<file path="config.mk">
export PLATFORM = sky130hd
export DESIGN_NAME = vlsf_framer
export DESIGN_NICKNAME = d
export VERILOG_FILES = /design/src/vlsf_pkg.sv /design/src/vlsf_scrambler.sv /design/src/vlsf_framer.sv
export VERILOG_INCLUDE_DIRS = /design/src /design/src/src
export SDC_FILE = /design/constraint.sdc
export NUM_CORES = 1
export LEC_CHECK = 0
export ABC_AREA = 1
export BUFFER_PORTS_ARGS = -buffer_cell sky130_fd_sc_hd__buf_2
export CAP_MARGIN = 20
export CORE_AREA = 2 2 100 174
export DETAILED_ROUTE_END_ITERATION = 7
export DIE_AREA = 0 0 102 176
export SLEW_MARGIN = 40
export SYNTH_ARGS = -nofsm -noshare
export SYNTH_HDL_FRONTEND = slang
export SYNTH_HIERARCHICAL = 1
export SYNTH_SLANG_ARGS = --single-unit
</file>
<file path="constraint.sdc">
create_clock -name clk_sys -period 6.95 [get_ports clk_sys]
set_clock_uncertainty 0.15 [all_clocks]
set_input_delay 1.39 -clock clk_sys [delete_from_list [all_inputs] [get_ports clk_sys]]
set_output_delay 1.39 -clock clk_sys [all_outputs]
set_load 0.02 [all_outputs]
</file>
<file path="src/vlsf_regs.svh">
`ifndef VLSF_REGS_SVH
`define VLSF_REGS_SVH
// Symbol geometry
`define VLSF_SYM_W        35
`define VLSF_LEG_W        28
`define VLSF_DIN_W        24
// Field positions inside the 35-bit symbol (same on both link ends)
`define VLSF_POS_CLK1     34
`define VLSF_POS_CLK0     0
`define VLSF_POS_DIN      1
`define VLSF_POS_DE       25
`define VLSF_POS_HS       26
`define VLSF_POS_VS       27
`define VLSF_POS_CTL      28
`define VLSF_POS_AUD      29
`define VLSF_POS_BAL      33
// Legacy 28-bit symbol field positions
`define VLSF_LPOS_DIN     1
`define VLSF_LPOS_SYNC    25
`define VLSF_LPOS_BAL     26
// Scrambler seed and taps (x^16+x^14+x^13+x^11+1)
`define VLSF_SCR_SEED     16'hACE1
// Lock time in pixel clock periods
`define VLSF_LOCK_CYC     131
// Return channel frame: 1 I2C bit, 4 GPIO bits, 3 CRC bits
`define VLSF_RET_W        8
`define VLSF_RET_POS_I2C  0
`define VLSF_RET_POS_GPIO 1
`define VLSF_RET_POS_CRC  5
// Pixel clock limits in MHz
`define VLSF_PCLK_MIN_MHZ 5
`define VLSF_PCLK_MAX_MHZ 85
`define VLSF_LEG_MAX_MHZ  65
`endif

</file>
<file path="src/vlsf_pkg.sv">
package vlsf_pkg;
  typedef enum logic [1:0] {BR_DISPLAY, BR_CAMERA} vlsf_bridge_mode_t;
  typedef enum {ST_DOWN, ST_LOCK, ST_RUN} vlsf_link_st_t;
endpackage

</file>
<file path="src/vlsf_scrambler.sv">
`timescale 1ns/10ps
`include "vlsf_regs.svh"
// Additive LFSR scrambler, advances once per symbol
module vlsf_scrambler
  import vlsf_pkg::*;
(
  input  wire logic        clk_sys,
  input  wire logic        rstn,
  input  wire logic        advance,
  output logic      [15:0] mask
);
  logic [15:0] lfsr_q;
  logic        fb;

  assign fb   = lfsr_q[15] ^ lfsr_q[13] ^ lfsr_q[12] ^ lfsr_q[10];
  assign mask = lfsr_q;

  // Reloaded with the seed until the link is locked so both ends restart aligned
  always_ff @(posedge clk_sys or negedge rstn) begin
    if (!rstn) begin
      lfsr_q <= `VLSF_SCR_SEED;
    end else if (!advance) begin
      lfsr_q <= `VLSF_SCR_SEED;
    end else begin
      lfsr_q <= {lfsr_q[14:0], fb};
    end
  end
endmodule

</file>
<file path="src/vlsf_framer.sv">
`timescale 1ns/10ps
`include "vlsf_regs.svh"
// Summary of operation
// - One 35-bit symbol per pixel clock
// - Symbol embeds clock marks with control, payload
// - Payload: 24 data, syncs, control, audio
// - Only the 24 data bits scrambled and DC balanced
// - Pixel clock 5 to 85 MHz
// - Line rate scales, 175 Mbps to 2.975 Gbps
// - Control embedded forward, slow return path
// - Return info arrives per symbol, shared pair
// - Return carries I2C, CRC, four GPIO
// - Display mode: local I2C forwarded remote
// - Camera mode: remote I2C replayed locally
// - Bridge yields on arbitration loss
// - Configuration via local I2C slave
// - Legacy mode: 28-bit symbols, 5-65 MHz
// - Legacy line rate 140 Mbps to 1.82 Gbps
// - Legacy chosen by strap or config bit
// - Serial bit interval is period over 35
// - Lock within 131 pixel clocks
module vlsf_framer
  import vlsf_pkg::*;
(
  input  wire logic        clk_sys,
  input  wire logic        rstn,
  input  wire logic        powerUp,
  input  wire logic [23:0] dinData,
  input  wire logic        dinDe,
  input  wire logic        dinHs,
  input  wire logic        dinVs,
  input  wire logic [3:0]  audioBits,
  input  wire logic        legacyStrap,
  input  wire logic        legacyCfg,
  input  wire logic        cameraMode,
  input  wire logic        sclIn,
  input  wire logic        sdaIn,
  output logic             sdaOut,
  output logic             sdaOe_n,
  output logic             sclOut,
  output logic             sclOe_n,
  input  wire logic        retValid,
  input  wire logic [7:0]  retFrame,
  output logic [34:0]      symbolOut,
  output logic             symbolValid,
  output logic             legacyActive,
  output logic             linkLocked,
  output logic [3:0]       gpioOut,
  output logic             retCrcErr,
  output logic             arbLost,
  output logic             cfgWrite,
  output logic [7:0]       cfgData
);
  // ---------------------------------------------------------------
  // Pin synchronisers
  // ---------------------------------------------------------------
  logic [1:0] sclSync_q;
  logic [1:0] sdaSync_q;
  logic [1:0] strapSync_q;
  logic [1:0] pwrSync_q;
  logic       sclPrev_q;
  logic       sdaPrev_q;
  logic       scl;
  logic       sda;

  // Two stages; only stage two feeds logic
  always_ff @(posedge clk_sys or negedge rstn) begin
    if (!rstn) begin
      sclSync_q   <= 2'h3;
      sdaSync_q   <= 2'h3;
      strapSync_q <= 2'h0;
      pwrSync_q   <= 2'h0;
    end else begin
      sclSync_q   <= {sclSync_q[0], sclIn};
      sdaSync_q   <= {sdaSync_q[0], sdaIn};
      strapSync_q <= {strapSync_q[0], legacyStrap};
      pwrSync_q   <= {pwrSync_q[0], powerUp};
    end
  end
  assign scl = sclSync_q[1];
  assign sda = sdaSync_q[1];

  always_ff @(posedge clk_sys or negedge rstn) begin
    if (!rstn) begin
      sclPrev_q <= 1'h1;
      sdaPrev_q <= 1'h1;
    end else begin
      sclPrev_q <= scl;
      sdaPrev_q <= sda;
    end
  end

  // ---------------------------------------------------------------
  // Mode selection and lock
  // ---------------------------------------------------------------
  logic          legacy_q;
  vlsf_link_st_t st_q;
  logic [7:0]    lockCnt_q;

  // Mode is caught only while the link is down: changing symbol size
  // mid-stream would desynchronise the far end
  always_ff @(posedge clk_sys or negedge rstn) begin
    if (!rstn) begin
      legacy_q <= 1'h0;
    end else if (st_q == ST_DOWN) begin
      legacy_q <= strapSync_q[1] | legacyCfg;
    end
  end
  assign legacyActive = legacy_q;

  // Power-up lock sequence
  always_ff @(posedge clk_sys or negedge rstn) begin
    if (!rstn) begin
      st_q      <= ST_DOWN;
      lockCnt_q <= 8'h00;
    end else if (!pwrSync_q[1]) begin
      st_q      <= ST_DOWN;
      lockCnt_q <= 8'h00;
    end else begin
      unique case (st_q)
        ST_DOWN: begin
          st_q      <= ST_LOCK;
          lockCnt_q <= 8'h00;
        end
        ST_LOCK: begin
          lockCnt_q <= lockCnt_q + 8'h01;
          if (lockCnt_q == 8'(`VLSF_LOCK_CYC - 2)) begin
            st_q <= ST_RUN;
          end
        end
        ST_RUN: begin
          st_q <= ST_RUN;
        end
      endcase
    end
  end
  assign linkLocked = (st_q == ST_RUN);

  // ---------------------------------------------------------------
  // I2C bridge: start/stop and bit capture
  // ---------------------------------------------------------------
  logic       startDet;
  logic       stopDet;
  logic       sclRise;
  logic       busy_q;
  logic [3:0] bitCnt_q;
  logic [7:0] shift_q;
  logic       ctlBit_q;
  logic       ctlPend_q;

  assign startDet = scl & sclPrev_q & sdaPrev_q & ~sda;
  assign stopDet  = scl & sclPrev_q & ~sdaPrev_q & sda;
  assign sclRise  = scl & ~sclPrev_q;

  // Display mode: each sampled local bit is queued for the forward
  // control slot; only one bit per symbol fits, fine at I2C rates
  always_ff @(posedge clk_sys or negedge rstn) begin
    if (!rstn) begin
      busy_q    <= 1'h0;
      bitCnt_q  <= 4'h0;
      shift_q   <= 8'h00;
      ctlBit_q  <= 1'h0;
      ctlPend_q <= 1'h0;
    end else begin
      if (startDet) begin
        busy_q   <= 1'h1;
        bitCnt_q <= 4'h0;
      end else if (stopDet) begin
        busy_q <= 1'h0;
      end else if (busy_q && sclRise) begin
        shift_q  <= {shift_q[6:0], sda};
        bitCnt_q <= (bitCnt_q == 4'h8) ? 4'h0 : bitCnt_q + 4'h1;
      end
      if (busy_q && sclRise && !cameraMode) begin
        ctlBit_q  <= sda;
        ctlPend_q <= 1'h1;
      end else if (linkLocked) begin
        ctlPend_q <= 1'h0;
      end
    end
  end

  // Each complete byte seen locally is offered as configuration data
  always_ff @(posedge clk_sys or negedge rstn) begin
    if (!rstn) begin
      cfgWrite <= 1'h0;
      cfgData  <= 8'h00;
    end else begin
      cfgWrite <= busy_q & sclRise & (bitCnt_q == 4'h7);
      if (busy_q && sclRise && bitCnt_q == 4'h7) begin
        cfgData <= {shift_q[6:0], sda};
      end
    end
  end

  // ---------------------------------------------------------------
  // Return path decode
  // ---------------------------------------------------------------
  logic [2:0] crcCalc;
  logic       remI2c_q;

  function automatic logic [2:0] crc3(input logic [4:0] d);
    crc3 = {d[4] ^ d[2] ^ d[1], d[3] ^ d[1] ^ d[0], d[4] ^ d[3] ^ d[0]};
  endfunction

  assign crcCalc = crc3(retFrame[`VLSF_RET_POS_CRC-1:0]);

  // Frame delivered once per symbol; bad CRC discards it
  always_ff @(posedge clk_sys or negedge rstn) begin
    if (!rstn) begin
      gpioOut   <= 4'h0;
      remI2c_q  <= 1'h1;
      retCrcErr <= 1'h0;
    end else if (retValid) begin
      retCrcErr <= (crcCalc != retFrame[7:5]);
      if (crcCalc == retFrame[7:5]) begin
        gpioOut  <= retFrame[4:1];
        remI2c_q <= retFrame[`VLSF_RET_POS_I2C];
      end
    end else begin
      retCrcErr <= 1'h0;
    end
  end

  // ---------------------------------------------------------------
  // Camera mode master replay with arbitration
  // ---------------------------------------------------------------
  logic yield_q;

  // Drive SDA low only; if bus reads low while we release, we lost
  always_ff @(posedge clk_sys or negedge rstn) begin
    if (!rstn) begin
      yield_q <= 1'h0;
      arbLost <= 1'h0;
    end else begin
      arbLost <= 1'h0;
      if (stopDet || !cameraMode) begin
        yield_q <= 1'h0;
      end else if (sclRise && remI2c_q && !sda) begin
        yield_q <= 1'h1;
        arbLost <= 1'h1;
      end
    end
  end

  // Low-active enables: pulled low only, open-drain style
  always_ff @(posedge clk_sys or negedge rstn) begin
    if (!rstn) begin
      sdaOe_n <= 1'h1;
    end else begin
      sdaOe_n <= ~(cameraMode & linkLocked & ~yield_q & ~remI2c_q);
    end
  end
  assign sdaOut  = 1'h0;
  assign sclOut  = 1'h0;
  assign sclOe_n = 1'h1; // Clock stretching not used

  // ---------------------------------------------------------------
  // Forward symbol assembly
  // ---------------------------------------------------------------
  logic [15:0] scrMask;
  logic [23:0] scrData;
  logic        balInv;
  logic [23:0] payload;

  vlsf_scrambler u_scr (
    .clk_sys (clk_sys),
    .rstn    (rstn),
    .advance (linkLocked),
    .mask    (scrMask)
  );

  function automatic logic [4:0] ones24(input logic [23:0] v);
    logic [4:0] n;
    n = 5'h00;
    for (int i = 0; i < 24; i++) begin
      n = n + 5'(v[i]);
    end
    ones24 = n;
  endfunction

  // Scramble then invert if more than half are ones
  assign scrData = dinData ^ {scrMask[7:0], scrMask};
  assign balInv  = (ones24(scrData) > 5'd12);
  assign payload = balInv ? ~scrData : scrData;

  // Serialiser downstream shifts one bit per period/35
  always_ff @(posedge clk_sys or negedge rstn) begin
    if (!rstn) begin
      symbolOut   <= 35'h000000000;
      symbolValid <= 1'h0;
    end else begin
      symbolValid <= linkLocked;
      if (!linkLocked) begin
        symbolOut <= 35'h000000000;
      end else if (legacy_q) begin
        // Upper bits zero in 28-bit mode
        symbolOut <= {7'h00, 1'h1, balInv, ^{dinDe, dinHs, dinVs},
                      payload, 1'h0};
      end else begin
        symbolOut <= {1'h1, balInv, audioBits, ctlBit_q & ctlPend_q,
                      dinVs, dinHs, dinDe, payload, 1'h0};
      end
    end
  end
endmodule

</file>
### Word level (Yosys, flattened, before mapping)

Index checks and enable logic that the tools add are counted.

* register bits after elaboration: 135
* input port bits: 48
* output and inout bits: 57
* word-level logic and storage cells: 134

* add/sub/neg operators: 25
* order comparisons: 1
* equal/unequal tests: 11
* mux-type cells: 22
* bitwise gates (word level): 32
* reduce and logical (&&, ||, !) cells: 18

Operators with widths (count)
* 32-bit case mux with 3 select lines: 1
* 5-bit by 1-bit adder with 5-bit output: 19
* 35-bit 2-to-1 mux: 2
* 32-bit logical NOT: 2
* 32-bit 2-to-1 mux: 2
* 32-bit by 1-bit equality test with 1-bit output (second input constant): 1
* 32-bit by 2-bit equality test with 1-bit output (second input constant): 1
* 32-bit by 3-bit equality test with 1-bit output (second input constant): 1
* 24-bit 2-to-1 mux: 1
* 24-bit inverter: 1
* 24-bit XOR: 1
* 16-bit 2-to-1 mux: 1
* 4-bit 2-to-1 mux: 4
* 8-bit case mux with 2 select lines: 1
* 1-bit AND: 12
* 1-bit 2-to-1 mux: 9
* 1-bit XOR: 9
* 8-bit by 1-bit adder with 8-bit output (second input constant): 1
* 8-bit equality test (second input constant): 1
* 8-bit 2-to-1 mux: 1
* 1-bit inverter: 8
* 2-bit nonzero test: 4
* 4-bit by 1-bit adder with 5-bit output: 1
* 5-bit by 4-bit > comparator with 1-bit output (second input constant): 1
* other kinds (18): 24

### Depth between registers and ports, before layout

Gate-level depths: netlist of the first run.

* word-level depth: 28
* mapped depth: 23
* gate-level depth less buffers: 22

### Modules after synthesis

Netlist of the first run, hierarchy kept.

By module, submodules not included
* vlsf_framer: times used 1, cells each 532, area each 4863.4 um^2, sequential area each 2212.1 um^2
* vlsf_scrambler: times used 1, cells each 65, area each 629.4 um^2, sequential area each 410.4 um^2

### Least setup slack after synthesis of the first run

No wires, ideal clock.

* path type: in2reg
* from: input port dinData[17]
* to: register symbolOut[5]
* setup time: 0.119 ns
* data arrival time: 5.732 ns
* required time: 6.681 ns
* path slack: 0.949 ns
* stages: 21
* buffers on the path: 1
* cells stage by stage: xnor2_1 inv_1 fa_1 inv_1 fa_1 fa_1 inv_1 fa_1 inv_1 fa_1 inv_1 ha_1 inv_1 fa_1 nand2_1 nand2_1 nor2_4 nand3_4 buf_6 a21oi_1 nor2_1

* cells in the longest elaborated chain, start to end: 12

Ends and longest elaborated chain
* start: declaration: RTL line vlsf_framer.sv:28 `input wire logic [23:0] dinData,`
* 24-bit XOR: RTL line vlsf_framer.sv:283 `assign scrData = dinData ^ {scrMask[7:0], scrMask};`
* 5-bit by 1-bit adder with 5-bit output (7 in a row): RTL line vlsf_framer.sv:277 `n = n + 5'(v[i]);`
* 5-bit by 4-bit > comparator with 1-bit output: RTL line vlsf_framer.sv:284 `assign balInv = (ones24(scrData) > 5'd12);`
* 24-bit 2-to-1 mux: RTL line vlsf_framer.sv:285 `assign payload = balInv ? ~scrData : scrData;`
* 35-bit 2-to-1 mux: RTL line vlsf_framer.sv:296 `end else if (legacy_q) begin`
* 35-bit 2-to-1 mux: RTL line vlsf_framer.sv:294 `if (!linkLocked) begin`
* end signal: assignment: RTL line vlsf_framer.sv:298 `symbolOut <= {7'h00, 1'h1, balInv, ^{dinDe, dinHs, dinVs},`
* end signal: assignment: RTL line vlsf_framer.sv:301 `symbolOut <= {1'h1, balInv, audioBits, ctlBit_q & ctlPend_q,`
* end: declaration: RTL line vlsf_framer.sv:44 `output logic [34:0] symbolOut,`

No other way between the ends.
A chain may end at the register's enable or synchronous reset.

### Worst setup path after layout of the first run

* from: input port dinData[13]
* to: register symbolOut[1]

* cells in the longest elaborated chain, start to end: 16

Ends and longest elaborated chain (RTL line)
* 24-bit XOR: vlsf_framer.sv:283
* 5-bit by 1-bit adder with 5-bit output (11 in a row): vlsf_framer.sv:277
* 5-bit by 4-bit > comparator with 1-bit output: vlsf_framer.sv:284
* 24-bit 2-to-1 mux: vlsf_framer.sv:285
* 35-bit 2-to-1 mux: vlsf_framer.sv:296
* 35-bit 2-to-1 mux: vlsf_framer.sv:294

No other way between the ends.

==> flow_metrics.tcl, run 1 <==
set metrics [dict create \
    grt_use_total 0.135 \
    yosysTopAreaCellShare 0.401 \
    wire_per_inst_um 12.5 \
    ys.flop_type "dfrtp_1" \
    finalSetupViolCount 0 \
    cts_made_buffers 9 \
    regArea_mm2 0.00262 \
    rsz0062_at_grt "no" \
    initial_core_util 0.334 \
    final_util 0.392 \
    start_kind "input port" \
    avgSynthCellArea_um2 9.20 \
    outcome "finished clean" \
    yosys-top-cells-area "dfrtp_1 (40%), nand2_1 (9.0%), dfstp_2 (7.7%)" \
    drive_above_1_share 0.258 \
    cts.path.max_buffers 2 \
    worstPathRequired_ps 7030 \
    cts.repair.resized 0 \
    grt-ovfl-total 0 \
    yosys.area.top_type "dfrtp_1" \
    ys_types 36 \
    antenna_found_initial 0 \
    worstMarginPinSlew_ps 636 \
    ys_seq_elements 104 \
    syn_inst 597 \
    die_y_um 176 \
    core_area_mm2 0.0164 \
    first_pass_iters 4 \
    final_antenna_net_count 0 \
    die_width_um 102 \
    layout_min_cycle_time_ps 6340 \
    post-route-drc-count 0 \
    critPathCaptureType "register" \
    vias 3953 \
    period_share 0.913 \
    cts_sinks 104 \
    synth_edf_count 0 \
    cts-root-buf "clkbuf_16" \
    hpwl_um 8870 \
    fin_tns_setup_ps 0 \
    first_global_vias 3945 \
    critPathKind "input port to register" \
    rows 62 \
    grt_pass1_wl_um 19000 \
    slew_violations 0 \
    async_reset_ff_frac 1.00 \
    antennaDiodeCount 0 \
    slew_headroom 0.576 \
    drtIter0Drc 139 \
    synth-seq-area-share 0.477 \
    crit_path_max_fanout 24 \
    cp.arrival_ps 6430 \
    fillCellCount 1701 \
    grt_max_degree 83 \
    hold_path_class "register to register" \
    dieArea_mm2 0.0180 \
    syn2layout_area_growth_pct 17.3 \
    port-buffer-count 100 \
    cts_setup_buffers 0 \
    cts_hold_buffers 0 \
    synth.cell_area_mm2 0.00549 \
    viasPerCell 4.28 \
    hold_viol 0 \
    cts_tree "done" \
    insertion_delay_ps 340 \
    io-pin-count 105 \
    yosys_warnings 6 \
    nNetsFinal 772 \
    cap_violations 0 \
    htree_num_levels 3 \
    gp_congestion 0.780 \
    routed_wl_um 11500 \
    clkTransAtPathRegs_ps 70 \
    fmax_ghz 0.158 \
    multi_input_area_mm2 0.00232 \
]
cell usage in the layout (no fill, tap or decap), drive strengths merged:
cell type | netlist | routed
o21bai | 1 | 1
a21oi | 29 | 29
dfrtp | 88 | 88
o22ai | 3 | 3
xnor2 | 25 | 25
buf | 20 | 104
o21ai | 33 | 33
nand3 | 43 | 43
nor3 | 2 | 2
clkinv | 0 | 2
fa | 17 | 17
clkbuf | 1 | 11
clkinvlp | 0 | 2
nand2 | 141 | 141
dfstp | 16 | 16
nor2 | 49 | 49
ha | 13 | 13
a31oi | 1 | 1
conb | 2 | 4
xor2 | 6 | 6
inv | 97 | 99
nand4 | 10 | 10
critical path, stage by stage:
cell     delay (ps)
buf_2           110
xnor2_1         300
inv_1           110
fa_1            520
inv_1            70
fa_1            530
inv_1            50
fa_1            460
fa_1            540
inv_1            50
fa_1            530
inv_1            40
ha_1            210
inv_1            70
fa_1            400
nand2_1          80
nand2_1          80
nor2_4          100
nand3_4         280
buf_4           280
a21oi_1         140
nor2_1           60
kinds of logic (layout without fill, tap and decap cells):
group / Yosys count / after routing / synth area share
and+or+nand+nor: 245 / 245 / 0.209
adders and majority gates: 30 / 30 / 0.0916
AOI/OAI and AO/OA: 67 / 67 / 0.0699
buffers and inverters: 118 / 218 / 0.101
xor gates and xnor gates: 31 / 31 / 0.0494
other: 2 / 4 / 0.00137
DFF: 104 / 104 / 0.477
stage by stage:
step	setup slack, ps	cell area [um^2]	instances	hold slack [ps]
after floorplan	949	5500	599	181
after global placement	322	6160	907	188
after detailed placement	247	6160	907	189
after CTS	600	6440	923	206
after global routing	302	6440	923	213
final	606	6440	923	204
cell type report:
type                            count  share of cell area
Clock buffer                       10              0.0355
Clock inverter                      6             0.00699
Inverter                           97              0.0573
Multi-Input combinational cell    377               0.361
Sequential cell                   104               0.407
Tap cell                          224              0.0435
Timing Repair Buffer              105              0.0888
Yosys cell counts (2+ instances only):
cell and count:
nand2_1 132, buf_4 6, xnor2_1 25, a21oi_1 27, inv_1 91, dfstp_2 16
nand2_2 8, buf_2 4, dfrtp_1 88, nand3_2 14, conb_1 2, nand4_1 8
nor3_1 2, buf_6 9, nor2_1 46, ha_1 13, nor2_4 2, o21ai_2 7
o22ai_1 3, inv_2 5, xor2_1 6, nand3_1 28, o21ai_0 26, fa_1 17
sequential cells by signal (all words and copies together), names as in the netlist, 4 cells and up:
| signal | flops |
|---|---|
| shift_q | 7 |
| u_scr/mask | 16 |
| symbolOut | 34 |
| gpioOut | 4 |
| bitCnt_q | 4 |
| lockCnt_q | 8 |
| cfgData | 8 |
worst paths after layout:
kind	startpoint	endpoint	slack, ps	cells after the start
worst max-delay path	dinData[13]	symbolOut[1]$_DFF_PN0_	610	22
worst min-delay path	strapSync_q[0]$_DFF_PN0_	strapSync_q[1]$_DFF_PN0_	200	0
worst max register to register	u_scr/mask[13]$_DFF_PN1_	symbolOut[1]$_DFF_PN0_	1260	21
worst min register to register	strapSync_q[0]$_DFF_PN0_	strapSync_q[1]$_DFF_PN0_	200	0
max in group asynchronous	rstn	u_scr/mask[12]$_DFF_PN0_	4900	2
min in group asynchronous	rstn	symbolOut[25]$_DFF_PN0_	780	1
per-layer routing:
layer,global-route usage,wire (um),up-vias
li1,-,-,2024
met2,0.231,5860,85
met4,0.0494,252,0
met3,0.0380,614,13
met5,0,0,-
met1,0.160,4770,1831
Power of run 1 is left out: the tool's default activity adds up to more than one toggle a clock period on the data nets, which glitch-free logic cannot reach.
==> run 2, diff against run 1 <==
- clock period: 6.95 -> 8 ns (I/O delays scaled with it)
==> run 2 against run 1 <==
  * Sequential share of layout area increased by 0.23 points
  * Global-route usage grew 0.091 points
  * First-iteration DRC count grew 48%
  * Via count increased by 0.99%
  * Hold slack worse by 3.1 ps
  * Non-clock buffer count is 2 lower
==> flow_metrics.tcl, run 2 (synthesis gave the netlist of run 1 again) <==
set metrics [dict create \
    cts_made_buffers 9 \
    syn2layout_area_growth_pct 16.6 \
    worstPathRequired_ps 8080 \
    final_common_cell "nand2_1" \
    start_kind "input port" \
    core_area_mm2 0.0164 \
    gp_congestion 0.782 \
    instances_no_fill 921 \
    clkTransAtPathRegs_ps 70 \
    cts_setup_buffers 0 \
    first_pass_iters 4 \
    routed_wl_um 11800 \
    drtIter0Drc 206 \
    rsz0062_at_grt "no" \
    fillCellCount 1716 \
    grt_use_total 0.136 \
    io-pin-count 105 \
    viasPerCell 4.33 \
    vias 3992 \
    first_global_vias 3879 \
    wire_per_inst_um 12.9 \
    hold_path_class "register to register" \
    antenna_found_initial 2 \
    slew_headroom 0.592 \
    cp.arrival_ps 6790 \
    initial_core_util 0.334 \
    grt_max_degree 62 \
    fmax_ghz 0.149 \
    max_flop_register "symbolOut" \
    die_y_um 176 \
    place_inst 905 \
    cts_tree "done" \
    cts_sinks 104 \
    rows 62 \
    die_width_um 102 \
    cap_violations 0 \
    antennaDiodeCount 0 \
    grt_pass1_wl_um 19000 \
    critPathCaptureType "register" \
    dieArea_mm2 0.0180 \
    post-route-drc-count 0 \
    hpwl_um 9080 \
    cts.repair.resized 0 \
    fin_tns_setup_ps 0 \
    period_share 0.839 \
    crit_path_max_fanout 50 \
    hold_viol 0 \
    final_antenna_net_count 0 \
    layout_min_cycle_time_ps 6710 \
    htree_num_levels 3 \
    largest_register_ffs 34 \
    critPathKind "input port to register" \
    finalSetupViolCount 0 \
    insertion_delay_ps 350 \
    holdWs_ps 201 \
    nNetsFinal 770 \
    grt-ovfl-total 0 \
    cts_hold_buffers 0 \
    cts.path.max_buffers 2 \
    worstMarginPinSlew_ps 612 \
    mostFrequentLayoutCells "nand2_1 (132), buf_2 (99), inv_1 (91), dfrtp_1 (88), nor2_1 (46)" \
    slew_violations 0 \
    outcome "finished clean" \
    port-buffer-count 100 \
    cts-root-buf "clkbuf_16" \
    drive_above_1_share 0.255 \
]
-- run 2: cell count changes in the layout (fill, tap and decap cells not counted), sizes merged --
cell      delta
clkinv       -2
clkinvlp     +1
clkbuf       -1
inv          +1
buf          -1
-- run 2: final cells by class --
| type | count | area, um^2 | area share |
|---|---|---|---|
| multi-input cells | 377 | 2320 | 0.363 |
| inverters | 97 | 369 | 0.0576 |
| clock buffers | 10 | 229 | 0.0357 |
| clock inverters | 6 | 51.3 | 0.00801 |
| well taps | 224 | 280 | 0.0438 |
| flip-flops and latches | 104 | 2620 | 0.409 |
| repair buffers | 103 | 529 | 0.0826 |
-- run 2: per-stage QoR --
stage	area (um^2)	utilization	setup slack [ps]
after detailed placement	6120	0.372	964
after floorplan	5500	-	1790
after global routing	6400	0.389	1030
final	6400	0.389	1290
after CTS	6400	0.389	1330
after global placement	6120	0.372	1090
-- run 2: path summary, 6_finish.rpt --
check / start / to / slack (ps) / depth (start not counted)
worst max-delay path: dinData[5] / symbolOut[17]$_DFF_PN0_ / 1290 / 19
worst min-delay path: strapSync_q[0]$_DFF_PN0_ / strapSync_q[1]$_DFF_PN0_ / 200 / 0
worst max register to register: u_scr/mask[5]$_DFF_PN1_ / symbolOut[17]$_DFF_PN0_ / 2230 / 18
worst min register to register: strapSync_q[0]$_DFF_PN0_ / strapSync_q[1]$_DFF_PN0_ / 200 / 0
max in group asynchronous: rstn / symbolOut[9]$_DFF_PN0_ / 5650 / 2
min in group asynchronous: rstn / symbolOut[25]$_DFF_PN0_ / 1090 / 1
-- run 2: per-layer routing --
layer | wire, um | GRT usage | part of all wire | up-vias
met5 | 7 | 0 | 0.00059 | -
met4 | 338 | 0.0561 | 0.029 | 2
met3 | 664 | 0.0364 | 0.056 | 26
met2 | 6060 | 0.237 | 0.51 | 94
met1 | 4770 | 0.156 | 0.40 | 1856
li1 | - | - | - | 2014
-- run 2: critical path: stages --
cell and delay (ps):
buf_2 110, xnor2_1 400, inv_1 140, fa_1 580, fa_1 450, fa_1 530
fa_1 550, inv_1 60, fa_1 530, inv_1 40, ha_1 200, inv_1 70
fa_1 400, nand2_1 80, nand2_1 80, nor2_4 100, nand3_4 480, a21oi_1 320
nor2_1 70
Power of run 2 is left out for the same reason.
==> run 3, diff against run 2 <==
- ABC_AREA: 1 -> 0
- CORE_AREA: 2 2 100 174 -> 2 2 95 166
- DIE_AREA: 0 0 102 176 -> 0 0 97 168
- clock period: 8 -> 6.3 ns (I/O delays scaled with it)
==> run 3 against run 2 <==
  * Clock-buffer cell count grew 2
  * Cell count is 20% lower
  * Wire length fell by 2.7%
  * Worst setup slack got worse by 1100 ps
  * Synthesized cell count shrank 28%
  * First-iteration DRC count shrank 65%
  * Sequential share of layout area rose by 1.1 points
  * Register-to-register slack worse by 1700 ps
  * Largest cell class unchanged
  * Highest routed layer is now met4
==> flow_metrics.tcl, run 3 <==
set metrics [dict create \
    outcome "finished clean" \
    fin_area_mm2 0.00624 \
    avgSynthCellArea_um2 11.6 \
    grt-ovfl-total 0 \
    cts.path.max_buffers 2 \
    hold_viol 0 \
    layout_min_cycle_time_ps 6150 \
    yosys_warnings 6 \
    fin_ws_ps 153 \
    grt_use_total 0.140 \
    crit_chain "buf_2 -> xor2_1 -> fa_1 -> fa_1 -> fa_1 -> fa_1 -> inv_1 -> fa_1 -> inv_1 -> ha_1 -> inv_1 -> fa_1 -> nor2b_2 -> nor3b_2 -> mux2i_2 -> buf_4 -> clkbuf_16 -> a21o_1 -> a21boi_0" \
    post_dp_cell_area_mm2 0.00588 \
    vias 3523 \
    cpMaxStageDelayCell "fa_1" \
    yosysTopAreaCellShare 0.438 \
    fmax_ghz 0.163 \
    core_area_mm2 0.0151 \
    hpwl_um 8380 \
    slew_violations 0 \
    start_kind "input port" \
    async_reset_ff_frac 1.00 \
    antennaDiodeCount 0 \
    cts_hold_buffers 0 \
    fillCellCount 1471 \
    synth-seq-area-share 0.521 \
    rows 60 \
    cts-root-buf "clkbuf_16" \
    grt_max_degree 58 \
    critPathCaptureType "register" \
    place_ws_ps -205 \
    io-pin-count 105 \
    cts_tree "done" \
    worstMarginPinSlew_ps 732 \
    die_width_um 97 \
    first_pass_iters 5 \
    ys_seq_elements 104 \
    nNetsFinal 628 \
    regArea_mm2 0.00262 \
    instances_no_fill 741 \
    port-buffer-count 100 \
    first_global_vias 3676 \
    hold_path_class "register to register" \
    crit_path_max_fanout 13 \
    viasPerCell 4.75 \
    gp_congestion 0.822 \
    critPathKind "input port to register" \
    antenna_found_initial 0 \
    multi_input_area_mm2 0.00227 \
    slew_headroom 0.511 \
    syn2layout_area_growth_pct 23.9 \
    cp.arrival_ps 6260 \
    yosys-top-cells-area "dfrtp_1 (44%), dfstp_2 (8.4%), fa_1 (6.8%)" \
    synth_edf_count 0 \
    final_common_cell "buf_2" \
    final_antenna_net_count 0 \
    slowest_delay_ps 560 \
    drive_above_1_share 0.344 \
    die_y_um 168 \
    cts_made_buffers 9 \
    grt_pass1_wl_um 18200 \
    worstPathRequired_ps 6410 \
    place_inst 723 \
    largest_register_ffs 34 \
    crit_family "adder cells" \
    ys_types 45 \
    cts_sinks 104 \
    clkTransAtPathRegs_ps 60 \
    finalSetupViolCount 0 \
    yosys.area.top_type "dfrtp_1" \
    synth.cell_area_mm2 0.00503 \
    max_flop_register "symbolOut" \
    path_buf_inv 6 \
    period_share 0.976 \
    insertion_delay_ps 350 \
    ys.flop_type "dfrtp_1" \
    dieArea_mm2 0.0163 \
    synth_common_cells "dfrtp_1 (88), inv_1 (29), nand2_1 (26)" \
    yosysMostFrequentCell "dfrtp_1" \
    htree_num_levels 3 \
    mostFrequentLayoutCells "buf_2 (99), dfrtp_1 (88), inv_1 (29), nand2_1 (26)" \
    crit_top_cell "fa_1" \
    drtIter0Drc 72 \
    initial_core_util 0.333 \
    wire_per_inst_um 15.6 \
    routed_wl_um 11500 \
    post-route-drc-count 0 \
    cap_violations 0 \
    syn_inst 432 \
]
run 3: changes by cell type in the layout (fill, tap and decap cells not counted), sizes merged, moves of 11 or more:
| cell | delta |
|---|---|
| nand2 | -114 |
| xnor2 | -11 |
| inv | -68 |
| and2 | +15 |
| nand3 | -19 |
| a21boi | +17 |
| buf | +20 |
| a21o | +18 |
| nor2 | -35 |
| xor2 | +19 |
| a21oi | -24 |
| mux2 | +21 |
run 3: path summary, 6_finish.rpt:
kind	slack, ps	start	cells after the start	to
worst max register to register	580	u_scr/mask[7]$_DFF_PN1_	18	symbolOut[4]$_DFF_PN0_
worst max-delay path	150	dinData[9]	19	symbolOut[4]$_DFF_PN0_
min in group asynchronous	800	rstn	1	symbolOut[7]$_DFF_PN0_
max in group asynchronous	4090	rstn	2	u_scr/mask[14]$_DFF_PN0_
worst min-delay path	200	strapSync_q[0]$_DFF_PN0_	0	strapSync_q[1]$_DFF_PN0_
worst min register to register	200	strapSync_q[0]$_DFF_PN0_	0	strapSync_q[1]$_DFF_PN0_
run 3: worst reg2reg max path: cells and delay by family (launching register included):
kind,cells,cell delay [ps]
flip-flops,1,620
AND/OR/NAND/NOR,2,350
multiplexers,1,130
AO/OA/AOI/OAI,2,330
XOR/XNOR,1,280
buffers and inverters,5,520
adder cells (fa/ha/maj),7,3220
run 3: kinds of logic after synthesis:
logic type | after synthesis | synth area share
adders and majority gates | 30 | 0.100
buffers and inverters | 48 | 0.0405
muxes | 22 | 0.0490
and+or+nand+nor | 112 | 0.122
other | 2 | 0.00149
DFF | 104 | 0.521
xor gates and xnor gates | 39 | 0.0679
AOI/OAI and AO/OA | 75 | 0.0982
run 3: per-layer routing:
metal / global-route usage / vias up / wire length, um
met5: 0 / - / 0
met4: 0.0625 / 0 / 237
li1: - / 1658 / -
met3: 0.0303 / 16 / 538
met1: 0.145 / 1749 / 4190
met2: 0.267 / 100 / 6560
run 3: area by class of cell:
class / instances / area share
clock buffer: 12 / 0.0395
clock inverter: 4 / 0.00542
inverter: 29 / 0.0175
multi-input combinational: 282 / 0.363
sequential: 104 / 0.421
tap: 186 / 0.0373
timing repair buffer: 124 / 0.116
run 3: repair_timing:
action,in CTS,in global routing
resized for setup,0,9
setup endpoints to repair,0,9
setup buffers,0,1
run 3: through the flow:
| stage | TNS [ps] | hold WS [ps] | util |
|---|---|---|---|
| CTS | 0 | 199 | 0.408 |
| floorplan | 0 | 181 | - |
| finish | 0 | 198 | 0.413 |
| global placement | -563 | 184 | 0.390 |
| detailed placement | -2650 | 185 | 0.390 |
| global route | -40.6 | 211 | 0.413 |
Power of run 3 is left out for the same reason.
